**config.mk**
```make
export PLATFORM = sky130hd
export DESIGN_NAME = sdm_top
export DESIGN_NICKNAME = d
export VERILOG_FILES = /design/src/core/sdm_pkg.sv /design/src/core/sdm_motion_if.sv /design/src/core/sdm_top.sv /design/src/core/sdm_debounce.sv /design/src/core/sdm_quad_decode.sv
export VERILOG_INCLUDE_DIRS = /design/src /design/src/core
export SDC_FILE = /design/constraint.sdc
export NUM_CORES = 1
export LEC_CHECK = 0
export BUFFER_PORTS_ARGS = -buffer_cell sky130_fd_sc_hd__buf_4
export CELL_PAD_IN_SITES_DETAIL_PLACEMENT = 2
export CELL_PAD_IN_SITES_GLOBAL_PLACEMENT = 2
export CORE_UTILIZATION = 39
export DETAILED_ROUTE_END_ITERATION = 10
export PLACE_DENSITY_LB_ADDON = 0.1
export SKIP_LAST_GASP = 1
export SYNTH_ARGS = -nofsm -noshare
export SYNTH_HDL_FRONTEND = slang
export SYNTH_HIERARCHICAL = 1
export SYNTH_SLANG_ARGS = --single-unit
```
**constraint.sdc**
```tcl
create_clock -name clk -period 10.05 [get_ports clk]
set_input_delay 2.01 -clock clk [delete_from_list [all_inputs] [get_ports clk]]
set_output_delay 2.01 -clock clk [all_outputs]
set_load 0.02 [all_outputs]
```
**src/core/sdm_map.svh**
```systemverilog
// Register offsets, field positions, reset values and timing counts.
`ifndef SDM_MAP_SVH
`define SDM_MAP_SVH
`define SDM_ADDR_CFG       8'h00
`define SDM_ADDR_TOL       8'h04
`define SDM_ADDR_LIMIT     8'h08
`define SDM_ADDR_STATUS    8'h0C
`define SDM_CFG_DIR_LSB    0
`define SDM_CFG_UNIT_LSB   2
`define SDM_CFG_RST_LSB    5
`define SDM_CFG_MUTE_BIT   7
`define SDM_CFG_BYP_BIT    8
`define SDM_CFG_LIMEN_BIT  9
`define SDM_CFG_DEB_LSB    10
`define SDM_CFG_FLASH_BIT  12
`define SDM_CFG_FFLAG_BIT  13
`define SDM_RST_DIR        2'h1
`define SDM_RST_UNIT       3'h2
`define SDM_RST_RESTART    2'h2
`define SDM_RST_LIMEN      1'h1
`define SDM_RST_DEB        2'h1
`define SDM_RST_TOL        14'h0000
`define SDM_RST_LIMIT      13'h0001
`define SDM_DIR_LEFT       2'h2
`define SDM_UNIT_MS        3'h1
`define SDM_UNIT_MIN       3'h3
`define SDM_UNIT_HOUR      3'h4
`define SDM_RESTART_MANUAL 2'h1
`define SDM_DEB_100        2'h1
`define SDM_DEB_350        2'h2
`define SDM_TOL_MAX        14'h2710
`define SDM_LIMIT_MIN      13'h0001
`define SDM_LIMIT_MAX      13'h1C20
`define SDM_MS_PER_SEC     22'h0003E8
`define SDM_MS_PER_MIN     22'h00EA60
`define SDM_MS_PER_HOUR    22'h36EE80
`define SDM_DEB100_MS      9'h064
`define SDM_DEB350_MS      9'h15E
`define SDM_FLASH_MS       9'h0FA
`define SDM_STILL_MS       8'h32
`define SDM_CLK_PERIOD_NS  100
`define SDM_MS_NS          1000000
`define SDM_MS_CYCLES      (`SDM_MS_NS / `SDM_CLK_PERIOD_NS)
`define SDM_FLT_GENERAL    0
`endif

```
**src/core/sdm_pkg.sv**
```systemverilog
// Types shared by the direction monitor modules.
package sdm_pkg;
    typedef enum logic [1:0] {
        S_IDLE,
        S_WAIT_RESTART,
        S_RELEASE,
        S_FAULT
    } sdm_state_type;

    typedef struct packed {
        logic       armed;
        logic       prev;
        logic [8:0] high_ms;
        logic       pulse;
    } sdm_deb_type;

    typedef struct packed {
        logic       seeded;
        logic [1:0] ab_prev;
        logic       right;
        logic       left;
        logic [7:0] still_ms;
    } sdm_quad_type;
endpackage

```
**src/core/sdm_motion_if.sv**
```systemverilog
// Millisecond tick and decoded motion between decoder and monitor.
`timescale 1ns/1ps
interface sdm_motion_if;
    logic ms_tick;
    logic right;
    logic left;
    modport decoder (input ms_tick, output right, output left);
    modport monitor (output ms_tick, input right, input left);
endinterface

```
**src/core/sdm_top.sv**
```systemverilog
// Safe direction monitor: release, overrides, indicators and registers.
//
// Design decisions made here: the strobed register port and the placing of the registers.
`timescale 1ns/1ps
`include "sdm_map.svh"

// What this block does
// - Opposite motion past tolerance drops release.
// - Direction code 1 right, 2 left.
// - Tolerance unit codes ms, s, min, h.
// - Deviation within tolerance keeps release.
// - Manual mode waits for restart pulse.
// - Restart code 1 manual, 2 automatic.
// - Enabled mute holds an existing release.
// - Enabled bypass forces release high.
// - Reset pulse clears error; reset-required shows.
// - Restart-required while waiting for acknowledge.
// - Right and left movement outputs.
// - Release high only when conditions met.
// - Mute and bypass enables, default off.
// - Time limit ends mute and bypass.
// - Reset/restart pulses need debounce time.
// - Steady or flashing required outputs.
// - Fault flag enable gates error outputs.
// - General plus five sensor fault outputs.
module sdm_top #(
    parameter int MS_CYCLES = `SDM_MS_CYCLES
) (
    input  wire logic        clk,
    input  wire logic        reset,
    input  wire logic [7:0]  addr,
    input  wire logic [31:0] wdata,
    input  wire logic        wr_en,
    input  wire logic        rd_en,
    output logic      [31:0] rdata,
    input  wire logic        enc_a,
    input  wire logic        enc_b,
    input  wire logic        restart_in,
    input  wire logic        reset_in,
    input  wire logic        mute_in,
    input  wire logic        bypass_in,
    input  wire logic [4:0]  sensor_fault,
    output logic             release_out,
    output logic             right_move,
    output logic             left_move,
    output logic             restart_required,
    output logic             reset_required,
    output logic      [5:0]  fault_flags
);
    import sdm_pkg::*;

    // ********************************
    // Parameter check
    // ********************************
    initial begin
        if (MS_CYCLES < 1 || MS_CYCLES > 65536) begin
            $error("MS_CYCLES must lie between 1 and 65536");
        end
    end

    typedef struct packed {
        sdm_state_type state;
        logic [15:0]   ms_div;
        logic [1:0]    dir;
        logic [2:0]    unit;
        logic [1:0]    restart_mode;
        logic          mute_en;
        logic          bypass_en;
        logic          limit_en;
        logic [1:0]    deb_sel;
        logic          flash;
        logic          fflag_en;
        logic [13:0]   tol;
        logic [12:0]   limit;
        logic [21:0]   tol_ms;
        logic [13:0]   tol_cnt;
        logic [9:0]    ov_ms;
        logic [12:0]   ov_sec;
        logic          ov_expired;
        logic [8:0]    flash_ms;
        logic          blink;
        logic [31:0]   rdata;
        logic          release_q;
        logic          right;
        logic          left;
        logic          restart_req;
        logic          reset_req;
        logic [5:0]    fault_flags;
    } sdm_top_type;

    sdm_top_type  r;
    sdm_top_type  next_r;
    sdm_motion_if mif ();

    logic         ms_tick;
    logic         restart_ok;
    logic         reset_ok;
    logic [8:0]   deb_ms;

    // ********************************
    // Motion decoding and pulse qualification
    // ********************************
    sdm_quad_decode u_decode (
        .clk   (clk),
        .reset (reset),
        .enc_a (enc_a),
        .enc_b (enc_b),
        .mif   (mif.decoder)
    );

    sdm_debounce u_restart_deb (
        .clk     (clk),
        .reset   (reset),
        .ms_tick (ms_tick),
        .min_ms  (deb_ms),
        .level   (restart_in),
        .pulse   (restart_ok)
    );

    sdm_debounce u_reset_deb (
        .clk     (clk),
        .reset   (reset),
        .ms_tick (ms_tick),
        .min_ms  (deb_ms),
        .level   (reset_in),
        .pulse   (reset_ok)
    );

    assign ms_tick = (r.ms_div == 16'(MS_CYCLES - 1));
    assign mif.ms_tick = ms_tick;

    // ********************************
    // Next state
    // ********************************
    always_comb begin
        logic [21:0] unit_ms;
        logic        wrong;
        logic        violation;
        logic        error;
        logic        mute_act;
        logic        byp_act;
        logic        show;
        logic [13:0] tol_w;
        logic [12:0] lim_w;
        next_r = r;
        unit_ms = `SDM_MS_PER_SEC;
        wrong = 1'b0;
        violation = 1'b0;
        error = |sensor_fault;
        mute_act = 1'b0;
        byp_act = 1'b0;
        show = 1'b0;
        tol_w = wdata[13:0];
        lim_w = wdata[12:0];

        next_r.ms_div = ms_tick ? 16'h0000 : r.ms_div + 16'h0001;

        // Register writes; tolerance and limit are clamped to range.
        if (wr_en) begin
            unique case (addr)
                `SDM_ADDR_CFG: begin
                    next_r.dir = wdata[`SDM_CFG_DIR_LSB +: 2];
                    next_r.unit = wdata[`SDM_CFG_UNIT_LSB +: 3];
                    next_r.restart_mode = wdata[`SDM_CFG_RST_LSB +: 2];
                    next_r.mute_en = wdata[`SDM_CFG_MUTE_BIT];
                    next_r.bypass_en = wdata[`SDM_CFG_BYP_BIT];
                    next_r.limit_en = wdata[`SDM_CFG_LIMEN_BIT];
                    next_r.deb_sel = wdata[`SDM_CFG_DEB_LSB +: 2];
                    next_r.flash = wdata[`SDM_CFG_FLASH_BIT];
                    next_r.fflag_en = wdata[`SDM_CFG_FFLAG_BIT];
                end
                `SDM_ADDR_TOL: begin
                    next_r.tol = (tol_w > `SDM_TOL_MAX) ?
                        `SDM_TOL_MAX : tol_w;
                end
                `SDM_ADDR_LIMIT: begin
                    if (lim_w < `SDM_LIMIT_MIN) begin
                        next_r.limit = `SDM_LIMIT_MIN;
                    end else if (lim_w > `SDM_LIMIT_MAX) begin
                        next_r.limit = `SDM_LIMIT_MAX;
                    end else begin
                        next_r.limit = lim_w;
                    end
                end
                default: begin
                end
            endcase
        end

        // Tolerance timebase; unknown unit codes fall back to seconds.
        unique case (r.unit)
            `SDM_UNIT_MS:   unit_ms = 22'h000001;
            `SDM_UNIT_MIN:  unit_ms = `SDM_MS_PER_MIN;
            `SDM_UNIT_HOUR: unit_ms = `SDM_MS_PER_HOUR;
            default:        unit_ms = `SDM_MS_PER_SEC;
        endcase

        // Any code other than left selects right.
        wrong = (r.dir == `SDM_DIR_LEFT) ? mif.right : mif.left;
        if (!wrong) begin
            next_r.tol_ms = 22'h000000;
            next_r.tol_cnt = 14'h0000;
        end else if (ms_tick) begin
            if (r.tol_ms + 22'h000001 >= unit_ms) begin
                next_r.tol_ms = 22'h000000;
                if (r.tol_cnt != 14'h3FFF) begin
                    next_r.tol_cnt = r.tol_cnt + 14'h0001;
                end
            end else begin
                next_r.tol_ms = r.tol_ms + 22'h000001;
            end
        end
        // A tolerance of zero trips on the first wrong-way cycle.
        violation = wrong && (r.tol_cnt >= r.tol);

        // Release sequencing. A sensor fault always wins.
        if (error) begin
            next_r.state = S_FAULT;
        end else begin
            unique case (r.state)
                S_IDLE: begin
                    if (!violation) begin
                        next_r.state =
                            (r.restart_mode == `SDM_RESTART_MANUAL) ?
                            S_WAIT_RESTART : S_RELEASE;
                    end
                end
                S_WAIT_RESTART: begin
                    if (violation) begin
                        next_r.state = S_IDLE;
                    end else if (restart_ok) begin
                        next_r.state = S_RELEASE;
                    end
                end
                S_RELEASE: begin
                    if (violation) begin
                        next_r.state = S_IDLE;
                    end
                end
                S_FAULT: begin
                    if (reset_ok) begin
                        next_r.state = S_IDLE;
                    end
                end
            endcase
        end

        // Mute and bypass share one time limit, restarted only after
        // both enabled inputs have fallen, so holding them cannot re-arm it.
        mute_act = r.mute_en && mute_in;
        byp_act = r.bypass_en && bypass_in;
        if (!(mute_act || byp_act)) begin
            next_r.ov_ms = 10'h000;
            next_r.ov_sec = 13'h0000;
            next_r.ov_expired = 1'b0;
        end else if (r.limit_en && !r.ov_expired && ms_tick) begin
            if (r.ov_ms == 10'h3E7) begin
                next_r.ov_ms = 10'h000;
                next_r.ov_sec = r.ov_sec + 13'h0001;
                if (r.ov_sec + 13'h0001 >= r.limit) begin
                    next_r.ov_expired = 1'b1;
                end
            end else begin
                next_r.ov_ms = r.ov_ms + 10'h001;
            end
        end

        next_r.release_q =
            (r.state == S_RELEASE && !violation && !error) ||
            (mute_act && !r.ov_expired && r.release_q) ||
            (byp_act && !r.ov_expired);

        // Indicator flashing.
        if (ms_tick) begin
            if (r.flash_ms >= `SDM_FLASH_MS - 9'h001) begin
                next_r.flash_ms = 9'h000;
                next_r.blink = !r.blink;
            end else begin
                next_r.flash_ms = r.flash_ms + 9'h001;
            end
        end
        show = !r.flash || r.blink;
        next_r.restart_req = (r.state == S_WAIT_RESTART) && show;
        next_r.reset_req = (r.state == S_FAULT) && !error && show;

        next_r.right = mif.right;
        next_r.left = mif.left;
        next_r.fault_flags = r.fflag_en ?
            {sensor_fault, error} : 6'h00;

        next_r.rdata = 32'h00000000;
        if (rd_en) begin
            unique case (addr)
                `SDM_ADDR_CFG: begin
                    next_r.rdata = {18'h00000, r.fflag_en, r.flash,
                        r.deb_sel, r.limit_en, r.bypass_en, r.mute_en,
                        r.restart_mode, r.unit, r.dir};
                end
                `SDM_ADDR_TOL:   next_r.rdata = {18'h00000, r.tol};
                `SDM_ADDR_LIMIT: next_r.rdata = {19'h00000, r.limit};
                `SDM_ADDR_STATUS: begin
                    next_r.rdata = {17'h00000, r.fault_flags,
                        r.ov_expired, violation, r.state,
                        r.reset_req, r.restart_req, r.left,
                        r.right, r.release_q};
                end
                default: begin
                end
            endcase
        end
    end

    // ********************************
    // Debounce time select
    // ********************************
    always_comb begin
        unique case (r.deb_sel)
            `SDM_DEB_100: deb_ms = `SDM_DEB100_MS;
            `SDM_DEB_350: deb_ms = `SDM_DEB350_MS;
            default:      deb_ms = 9'h000;
        endcase
    end

    // ********************************
    // State register
    // ********************************
    always_ff @(posedge clk) begin
        if (reset) begin
            r <= '0;
            r.state <= S_IDLE;
            r.dir <= `SDM_RST_DIR;
            r.unit <= `SDM_RST_UNIT;
            r.restart_mode <= `SDM_RST_RESTART;
            r.limit_en <= `SDM_RST_LIMEN;
            r.deb_sel <= `SDM_RST_DEB;
            r.tol <= `SDM_RST_TOL;
            r.limit <= `SDM_RST_LIMIT;
        end else begin
            r <= next_r;
        end
    end

    assign rdata = r.rdata;
    assign release_out = r.release_q;
    assign right_move = r.right;
    assign left_move = r.left;
    assign restart_required = r.restart_req;
    assign reset_required = r.reset_req;
    assign fault_flags = r.fault_flags;
endmodule

```
**src/core/sdm_debounce.sv**
```systemverilog
// Low-high-low pulse qualifier with a minimum high time in milliseconds.
`timescale 1ns/1ps
module sdm_debounce (
    input  wire logic       clk,
    input  wire logic       reset,
    input  wire logic       ms_tick,
    input  wire logic [8:0] min_ms,
    input  wire logic       level,
    output logic            pulse
);
    import sdm_pkg::*;
    sdm_deb_type r;
    sdm_deb_type next_r;

    // The high time is counted in whole milliseconds, so an accepted
    // pulse may be up to one millisecond shorter than min_ms.
    always_comb begin
        next_r = r;
        next_r.prev = level;
        next_r.pulse = 1'b0;
        if (!level) begin
            next_r.pulse = r.prev && r.armed && (r.high_ms >= min_ms);
            next_r.armed = 1'b1;
            next_r.high_ms = 9'h000;
        end else if (ms_tick && r.high_ms != 9'h1FF) begin
            next_r.high_ms = r.high_ms + 9'h001;
        end
    end

    always_ff @(posedge clk) begin
        if (reset) begin
            r <= '0;
        end else begin
            r <= next_r;
        end
    end

    assign pulse = r.pulse;
endmodule

```
**src/core/sdm_quad_decode.sv**
```systemverilog
// Quadrature decoder that reports the current direction of motion.
`timescale 1ns/1ps
module sdm_quad_decode (
    input  wire logic     clk,
    input  wire logic     reset,
    input  wire logic     enc_a,
    input  wire logic     enc_b,
    sdm_motion_if.decoder mif
);
    import sdm_pkg::*;
    sdm_quad_type r;
    sdm_quad_type next_r;
    logic         step;
    logic         fwd;

    always_comb begin
        next_r = r;
        next_r.seeded = 1'b1;
        next_r.ab_prev = {enc_a, enc_b};
        // A double change is a missed edge and gives no direction.
        step = r.seeded && ((enc_a ^ r.ab_prev[1]) != (enc_b ^ r.ab_prev[0]));
        fwd = r.ab_prev[1] ^ enc_b;
        if (step) begin
            next_r.right = fwd;
            next_r.left = !fwd;
            next_r.still_ms = 8'h00;
        end else if (mif.ms_tick) begin
            if (r.still_ms >= `SDM_STILL_MS - 8'h01) begin
                next_r.right = 1'b0;
                next_r.left = 1'b0;
            end else begin
                next_r.still_ms = r.still_ms + 8'h01;
            end
        end
    end

    always_ff @(posedge clk) begin
        if (reset) begin
            r <= '0;
        end else begin
            r <= next_r;
        end
    end

    assign mif.right = r.right;
    assign mif.left = r.left;
endmodule

```
==> impl_metrics.csv, run 1 <==
group,metric,value,unit
global_routing,grt_max_degree,64,
setup_path,crit_fanout,16,
global_routing,grt_remaining_overflow,0,
setup_path,crit_type,"input pin to register",
setup_path,start_kind,"input pin",
synthesis,synth_area_leader_cell,"dfxtp_1",
global_routing,grt_pass1_vias,9483,
sta,tightest_slew,1.11,ns
power,p_sw_share,25.7,%
cells_and_area,stdcell_count,1599,
floorplanning,core,26300,sq um
cells_and_area,area_growth,10.0,%
detailed_routing,met1_length,14.5,mm
power,switchingPower,0.000386,W
setup_path,endpoint_kind,"register",
cells_and_area,multi_input_area,5970,sq um
synthesis,ys_types,77,
synthesis,yosys-top-cells-area,"dfxtp_1 37%, ha_1 9.2%, nor2_1 5.1%",
cts,holdBufCountCts,0,
place,placed_cells,1568,
floorplanning,fp-row-count,59,
min_path,min_path_type,"register to register",
detailed_routing,viasPerCell,5.57,
cells_and_area,antenna_cells,0,
sta,fin_hold_ws,0.439,ns
detailed_routing,wl,31.2,mm
setup_path,crit_required,10.41,ns
sta,relSlewSlack,26.1,%
detailed_routing,drcViolationCount,4,
outcome,outcome,"complete, but fails checks",
global_routing,grtUsageTotal,23.2,%
synthesis,synthArstFlopShare,0,%
place,dpl.hpwl,22.9,mm
power,internal_power,0.00111,W
cts,cts_resized,0,
sta,rsz0062_at_grt,"no",
synthesis,avgSynthCellArea,8.53,sq um
detailed_routing,firstDrtPassIters,8,
cts,cts_tree,"yes",
cts,cts_max_path_buffers,2,
synthesis,netlist_instances,1232,
sta,fin_worst_skew,0.0222,ns
synthesis,yosysMostFrequentCell,"dfxtp_1",
floorplanning,die_h,166,microns
power,power-per-cell-area,130,nW/um^2
global_routing,antenna_found_initial,0,
sta,setup_viol,0,
sta,layout_setup_ws,4.96,ns
cells_and_area,register_area,3840,sq um
cts,postCtsSetupBuffers,0,
cts,cts_buffers,17,
floorplanning,fp.dieArea,27600,sq um
detailed_routing,post_drt_wl_per_cell,19.5,microns
sta,slew_viol_final,0,
sta,finalHoldViolCount,0,
sta,fmax,196,MHz
floorplanning,pin_count,98,
place,place.gp.congestion,0.790,
synthesis,ys.flop_type,"dfxtp_1",
power,p_clk_share,44.6,%
synthesis,synth-seq-cells,192,
synthesis,yosysTopAreaCellShare,36.6,%
sta,fin_crit,5.09,ns
detailed_routing,met2_wirelength,15.4,mm
place,pre_cts_ws,4.51,ns
synthesis,netlist_area,10500,sq um
cells_and_area,filler_cell_count,2936,
sta,fin_crit_sh,50.7,%
place,io_buffer_count,62,
sta,tns,0,ns
cells_and_area,final_util,44.0,%
synthesis,synth_warnings,6,
detailed_routing,top_layer,"met4",
detailed_routing,ant_nets,0,
power,vdd_drop_max,107,uV
detailed_routing,via_count,8907,
cells_and_area,fin_nets,1384,
job,maxCapViolations,0,
synthesis,ys_top_cells_by_count,"192 x dfxtp_1, 142 x nor2_1, 104 x nand2_1, 77 x ha_1, 76 x inv_1",
cts,path_clk_slew,0.07,ns
cts,htree_levels,4,
power,p_leak,4.51,nW
floorplanning,initial_core_util,40.0,%
floorplanning,fp.dieW,166,microns
detailed_routing,initialDrtViolationCount,416,
setup_path,critical_path_arrival,5.46,ns
cts,cts_root_buffer,"clkbuf_16",
power,comb_power_share,4.2,%
cells_and_area,layout-drive-gt1-share,10.0,%
outcome,violations,"design-rule violations",
global_routing,grt_first_pass_wirelength,51.0,mm
cts,insertion_delay,0.44,ns
synthesis,synth_edf_count,0,
power,p_seq_share,51.3,%
detailed_routing,wl_met3,976,microns
synthesis,yosysSeqAreaShare,36.6,%
cts,clkSinkCount,192,
[power groups by stage]
stage          sequential [W]  clock (W)  combinational, W
2_1_floorplan        0.000785          0         0.0000395
3_5_place_dp         0.000787          0         0.0000627
5_1_grt              0.000769   0.000711         0.0000678
6_report             0.000769   0.000668         0.0000626
4_1_cts              0.000769   0.000686         0.0000628
3_3_place_gp         0.000786          0         0.0000617
[registers in the layout (all words and copies together), names as in the netlist]
name                 count
u_decode/mif.right       1
u_restart_deb/pulse      1
u_restart_deb/r         11
r                      129
fault_flags              6
u_reset_deb/pulse        1
release_out              1
right_move               1
reset_required           1
u_decode/mif.left        1
u_decode/r              11
rdata                   15
left_move                1
restart_required         1
u_reset_deb/r           11
[worst paths after layout]
kind                 from     end  slack, ns  cells past startpoint
hold reg to reg     r[52]   r[52]       0.44                      2
setup / recovery  addr[1]  r[132]       4.96                      7
setup reg to reg    r[95]  r[110]       5.81                     13
hold / removal      r[52]   r[52]       0.44                      2
[final cells by class]
cell class	count	share of cell area (%)
inverters	76	2.47
well taps	335	3.63
clock inverters	13	1.06
clock buffers	18	3.71
repair buffers	66	4.29
flip-flops and latches	192	33.2
multi-input cells	899	51.6
[layer usage]
metal  global-route usage (%)  vias up
met2                     40.6      122
met5                        0        -
li1                         -     4268
met3                     3.65       17
met1                     30.1     4500
met4                     4.27        0
[worst max-delay path, cell delays in order]
cell      delay (ns)
buf_4           0.11
or4_1           0.65
nor3_1          0.42
nand4b_1        0.77
nor2_1          1.13
a22oi_1         0.21
nor2_1          0.15
[logic make-up (layout without fill, tap and decap cells)]
group / Yosys count / after routing / share of synthesized area [%]
AO/OA/AOI/OAI: 194 / 194 / 11.6
multiplexers: 24 / 24 / 3.75
XOR/XNOR: 89 / 89 / 7.62
adder cells (fa/ha/maj): 78 / 78 / 9.26
AND/OR/NAND/NOR: 493 / 493 / 23.8
other: 1 / 21 / 0.0357
flip-flops: 192 / 192 / 36.6
buffers and inverters: 161 / 173 / 7.37
[layout by cell type (no fill, tap or decap), types with 4 or more instances in the layout]
cell,synthesis,routed
inv_1,76,76
nor2b_1,26,26
o21ai_0,42,42
nor4_1,12,12
mux4_2,11,11
or4_1,6,6
o21a_1,5,5
buf_4,42,66
inv_6,0,4
clkbuf_16,0,17
and4_1,11,11
nand2_1,104,104
a21boi_0,4,4
nor3_1,12,12
nor3b_1,5,5
nand4_1,30,30
a31oi_1,5,5
nand4b_1,4,4
a21oi_1,67,67
nand3_1,62,62
o211ai_1,5,5
xor2_1,48,48
ha_1,77,77
mux2i_1,12,12
a22oi_1,17,17
and3_1,20,20
nand3b_1,5,5
xnor2_1,39,39
and2_1,11,11
nor2_1,142,142
or3_1,17,17
a21o_1,7,7
o31ai_1,5,5
dfxtp_1,192,192
nand2b_1,6,6
a211oi_1,10,10
conb_1,1,21
[through the flow]
step	instance area (sq um)	power, W
6_report	11600	0.00150
2_1_floorplan	10600	0.000825
3_3_place_gp	11000	0.000848
4_1_cts	11600	0.00152
3_5_place_dp	11000	0.000850
5_1_grt	11600	0.00155
Note: power is estimated with default switching activity, not from simulation.
==> run 2: changes to the inputs <==
--- a/config.mk
+++ b/config.mk
@@ -9,7 +9,7 @@
 export BUFFER_PORTS_ARGS = -buffer_cell sky130_fd_sc_hd__buf_4
 export CELL_PAD_IN_SITES_DETAIL_PLACEMENT = 2
 export CELL_PAD_IN_SITES_GLOBAL_PLACEMENT = 2
-export CORE_UTILIZATION = 39
+export CORE_UTILIZATION = 33
 export DETAILED_ROUTE_END_ITERATION = 10
 export PLACE_DENSITY_LB_ADDON = 0.1
 export SKIP_LAST_GASP = 1
==> constraint.sdc (replaced) <==
create_clock -name clk -period 4.6 [get_ports clk]
set_input_delay 0.92 -clock clk [delete_from_list [all_inputs] [get_ports clk]]
set_output_delay 0.92 -clock clk [all_outputs]
set_load 0.02 [all_outputs]
==> run 2 against run 1 <==
Against the previous run: the flow now finishes without violations; sequential power increased by 120%; wire length rose by 2.3%; sequential share of layout area is 0.48 points lower; sequential cell count stayed put; worst hold slack better by 0.011 ns; clock power is 130% higher; final area rose by 1.5%; count of clock-buffer cells in the layout fell by 1; power up 120%; first-iteration DRC count down 32%; core utilization fell by 6.1 points.
==> impl_metrics.csv, run 2 (synthesis gave the netlist of run 1 again) <==
group,metric,value,unit
cells_and_area,top_register,"r",
sta,fin_crit_sh,90.1,%
global_routing,grt_use_met1,26.1,%
sta,tns,0,ns
detailed_routing,drcViolationCount,0,
floorplanning,fp.dieArea,32600,sq um
place,io_buffer_count,62,
sta,finalHoldViolCount,0,
sta,layout_setup_ws,0.457,ns
setup_path,endpoint_kind,"register",
setup_path,crit_fanout,19,
global_routing,antenna_found_initial,0,
sta,relSlewSlack,41.0,%
outcome,outcome,"completed",
floorplanning,die_h,180,microns
min_path,min_path_type,"register to register",
detailed_routing,via_count,8806,
cts,path_clk_slew,0.08,ns
cts,cts_resized,0,
global_routing,grtUsageTotal,20.1,%
cts,insertion_delay,0.46,ns
cells_and_area,final_common_cell,"dfxtp_1",
global_routing,busiest_layer,"met2",
floorplanning,pin_count,98,
cts,postCtsSetupBuffers,0,
cells_and_area,largest_register_ffs,129,
detailed_routing,post_drt_wl_per_cell,19.1,microns
floorplanning,initial_core_util,33.9,%
cts,clkSinkCount,192,
global_routing,grt_pass1_vias,9439,
cts,holdBufCountCts,0,
global_routing,grt_use_met3,3.52,%
power,total_power,0.00334,W
floorplanning,fp.dieW,180,microns
sta,tightest_slew,0.873,ns
sta,setup_viol,0,
job,maxCapViolations,0,
sta,slew_viol_final,0,
cells_and_area,mostFrequentLayoutCells,"192 x dfxtp_1, 142 x nor2_1, 104 x nand2_1",
sta,fin_worst_skew,0.0181,ns
setup_path,crit_required,4.98,ns
place,pre_cts_ws,0.420,ns
cells_and_area,final_util,37.9,%
place,dpl.hpwl,23.6,mm
cells_and_area,fin_nets,1393,
sta,rsz0062_at_grt,"no",
place,place.gp.congestion,0.770,
sta,fmax,241,MHz
cts,cts_max_path_buffers,2,
setup_path,start_kind,"register",
floorplanning,core,31000,sq um
setup_path,crit_type,"register to register",
detailed_routing,initialDrtViolationCount,284,
cts,cts_tree,"yes",
global_routing,grt_max_degree,64,
detailed_routing,ant_nets,0,
cells_and_area,layout-drive-gt1-share,10.8,%
sta,fin_hold_ws,0.450,ns
detailed_routing,viasPerCell,5.27,
cells_and_area,area_growth,11.6,%
detailed_routing,firstDrtPassIters,4,
setup_path,critical_path_arrival,4.52,ns
power,power-per-cell-area,284,nW/um^2
global_routing,grt_remaining_overflow,0,
setup_path,worstPathCellList,"nand4_2 -> nor2_1 -> nand4_1 -> xnor2_1 -> ha_1 -> a211oi_1 -> o41a_1 -> o2bb2ai_1 -> o211ai_1 -> o2111ai_2 -> and2_2 -> or4b_1 -> a21oi_1",
floorplanning,fp-row-count,64,
setup_path,critical-path-max-stage-delay,0.50,ns
cts,htree_levels,4,
global_routing,grt_first_pass_wirelength,51.6,mm
detailed_routing,wl,31.9,mm
sta,fin_crit,4.14,ns
cts,cts_buffers,17,
setup_path,cp_slowest_cell,"dfxtp_1",
cts,cts_root_buffer,"clkbuf_16",
power,p_leak,4.56,nW
power,vdd_drop_max,233,uV
global_routing,use_met2,33.8,%
## run 2: final timing paths
path | start | end | slack [ns] | cells after the start
max | r[95] | r[110] | 0.46 | 13
min | u_reset_deb/r[11] | u_reset_deb/r[11] | 0.45 | 2
max reg2reg | r[95] | r[110] | 0.46 | 13
min reg2reg | u_reset_deb/r[11] | u_reset_deb/r[11] | 0.45 | 2
## run 2: cell type report
type | instances | area (sq um)
clock inverters | 15 | 149
flip-flops and latches | 192 | 3840
diodes | 1 | 2.50
inverters | 76 | 285
well taps | 396 | 495
repair buffers | 75 | 563
clock buffers | 17 | 425
fillers | 3539 | 19300
multi-input cells | 899 | 5970
## run 2: per-stage QoR
stage / cell area (sq um) / std cells
final: 11700 / 1671
after detailed placement: 11200 / 1638
after floorplan: 10600 / 1252
after global routing: 11700 / 1670
after global placement: 11200 / 1638
after CTS: 11700 / 1670
## run 2: critical path, delay by kind of cell (launching register included)
| family | cells | cell delay, ns |
|---|---|---|
| xor+xnor | 1 | 0.26 |
| fa+ha+maj | 1 | 0.30 |
| compound gates | 6 | 1.19 |
| flops | 1 | 0.50 |
| simple gates | 5 | 1.83 |
## run 2: layer usage
| layer | part of all wire [%] | wire length, microns |
|---|---|---|
| met5 | 0 | 0 |
| met4 | 2.1 | 661 |
| met3 | 2.5 | 791 |
| met2 | 47 | 15000 |
| met1 | 48 | 15400 |
## run 2: where the power goes
group / leakage [nW] / switching (W) / total [W] / internal, W
clock: 0.282 / 0.000752 / 0.00152 / 0.000767
combinational: 2.73 / 0.0000908 / 0.000140 / 0.0000488
sequential: 1.55 / 0.00000906 / 0.00168 / 0.00167
total: 4.56 / 0.000852 / 0.00334 / 0.00249
==> run 3: changes to the inputs <==
--- a/config.mk
+++ b/config.mk
@@ -11,7 +11,7 @@
 export CELL_PAD_IN_SITES_GLOBAL_PLACEMENT = 2
 export CORE_UTILIZATION = 33
 export DETAILED_ROUTE_END_ITERATION = 10
-export PLACE_DENSITY_LB_ADDON = 0.1
+export PLACE_DENSITY = 0.74
 export SKIP_LAST_GASP = 1
 export SYNTH_ARGS = -nofsm -noshare
 export SYNTH_HDL_FRONTEND = slang
==> run 3 against run 2 <==
Against the previous run: power up 1.0%; setup slack got worse by 0.097 ns; core utilization is essentially flat; wire length down 1.1%; worst hold slack better by 0.00085 ns; sequential cell count stayed put; sequential share of layout area about the same; maximum frequency shrank 2.3%; count of clock-buffer cells in the layout up 2; first-iteration DRC count up 26%; die area did not move; global-route usage shrank 0.40 points; largest power group unchanged; highest routed layer unchanged.
==> impl_metrics.csv, run 3 (synthesis gave the netlist of run 1 again) <==
group,metric,value,unit
cts,postCtsSetupBuffers,0,
cts,cts_buffers,17,
detailed_routing,initialDrtViolationCount,359,
place,place.gp.congestion,0.778,
cells_and_area,post-route-cell-area,11700,sq um
detailed_routing,via_count,8912,
cells_and_area,area_growth,11.7,%
setup_path,start_kind,"register",
setup_path,r2r_slack,0.36,ns
place,io_buffer_count,62,
global_routing,grt_max_degree,64,
cells_and_area,stdcell_count,1669,
cells_and_area,mostFrequentLayoutCells,"192 x dfxtp_1, 142 x nor2_1, 104 x nand2_1",
floorplanning,fp-row-count,64,
global_routing,grtUsageTotal,19.7,%
cells_and_area,multi_input_area,5970,sq um
cells_and_area,antenna_cells,0,
floorplanning,die_h,180,microns
cells_and_area,largest_register_ffs,129,
sta,rsz0062_at_grt,"no",
cells_and_area,top_register,"r",
setup_path,endpoint_kind,"register",
cts,path_clk_slew,0.08,ns
detailed_routing,ant_nets,0,
detailed_routing,firstDrtPassIters,7,
sta,fin_worst_skew,0.0136,ns
sta,slew_viol_final,0,
setup_path,critical_path_arrival,4.61,ns
sta,fin_hold_ws,0.451,ns
setup_path,ff2ff_path_depth,13,
floorplanning,pin_count,98,
detailed_routing,drcViolationCount,0,
cts,cts_root_buffer,"clkbuf_16",
cts,cts_max_path_buffers,2,
detailed_routing,post_drt_wl_per_cell,18.9,microns
cells_and_area,fin_nets,1392,
sta,tightest_slew,0.809,ns
cells_and_area,final_common_cell,"dfxtp_1",
min_path,hold_depth,2,
job,maxCapViolations,0,
cells_and_area,register_area,3840,sq um
cts,htree_levels,4,
cts,insertion_delay,0.45,ns
global_routing,grt_first_pass_wirelength,50.9,mm
floorplanning,fp.dieW,180,microns
setup_path,crit_fanout,19,
min_path,min_path_type,"register to register",
detailed_routing,wl,31.5,mm
place,place_area,11100,sq um
cts,cts_resized,0,
floorplanning,core,31000,sq um
sta,relSlewSlack,44.7,%
setup_path,crit_required,4.97,ns
sta,finalHoldViolCount,0,
sta,setup_viol,0,
global_routing,grt_pass1_vias,9520,
detailed_routing,viasPerCell,5.34,
place,dpl.hpwl,23.1,mm
cells_and_area,final_util,37.9,%
power,vdd_drop_max,235,uV
cells_and_area,filler_cell_count,3492,
sta,fin_crit,4.24,ns
place,placed_cells,1637,
cts,cts_tree,"yes",
floorplanning,fp.dieArea,32600,sq um
sta,fmax,236,MHz
outcome,outcome,"completed",
power,power-per-cell-area,287,nW/um^2
global_routing,antenna_found_initial,0,
cts,clkSinkCount,192,
floorplanning,initial_core_util,33.9,%
sta,tns,0,ns
cts,holdBufCountCts,0,
sta,fin_crit_sh,92.2,%
cells_and_area,layout-drive-gt1-share,10.8,%
global_routing,grt_remaining_overflow,0,
power,p_leak,4.57,nW
setup_path,crit_type,"register to register",
## run 3: per-stage QoR
step / worst slack [ns] / power [W]
floorplan: 1.26 / 0.00180
global placement: 0.661 / 0.00185
detailed placement: 0.475 / 0.00186
CTS: 0.381 / 0.00342
global route: 0.0684 / 0.00350
finish: 0.360 / 0.00337
## run 3: path summary, 6_finish.rpt
check | start | endpoint
worst min register to register | r[52] | r[52]
worst max register to register | r[95] | r[110]
worst max-delay path | r[95] | r[110]
worst min-delay path | r[52] | r[52]
## run 3: layout make-up
class | instances | share of cell area [%]
repair buffers | 74 | 4.73
clock buffers | 19 | 3.86
well taps | 396 | 4.22
flip-flops and latches | 192 | 32.7
inverters | 76 | 2.43
clock inverters | 13 | 1.24
multi-input cells | 899 | 50.8
## run 3: worst max-delay path, stage by stage (launching register included)
cell and delay, ns:
dfxtp_1 0.50, nand4_2 0.27, nor2_1 0.45, nand4_1 0.17, xnor2_1 0.27, ha_1 0.30
a211oi_1 0.22, o41a_1 0.18, o2bb2ai_1 0.15, o211ai_1 0.17, o2111ai_2 0.38, and2_2 0.45
or4b_1 0.48, a21oi_1 0.16
## run 3: routing by layer
layer | share of wire, % | routed length (microns) | GRT usage, % | up-vias
met5 | 0 | 0 | 0 | -
met4 | 1.8 | 555 | 5.68 | 0
met3 | 3.2 | 997 | 3.31 | 36
met2 | 48 | 15200 | 33.8 | 109
met1 | 47 | 14700 | 25.2 | 4490
li1 | - | - | - | 4277
## run 3: where the power goes
part           internal (W)  total (W)  switching [W]  leakage (nW)
clock network      0.000803    0.00156       0.000752         0.299
registers           0.00167    0.00168     0.00000978          1.55
logic             0.0000488   0.000136      0.0000876          2.73
total               0.00252    0.00337       0.000849          4.57
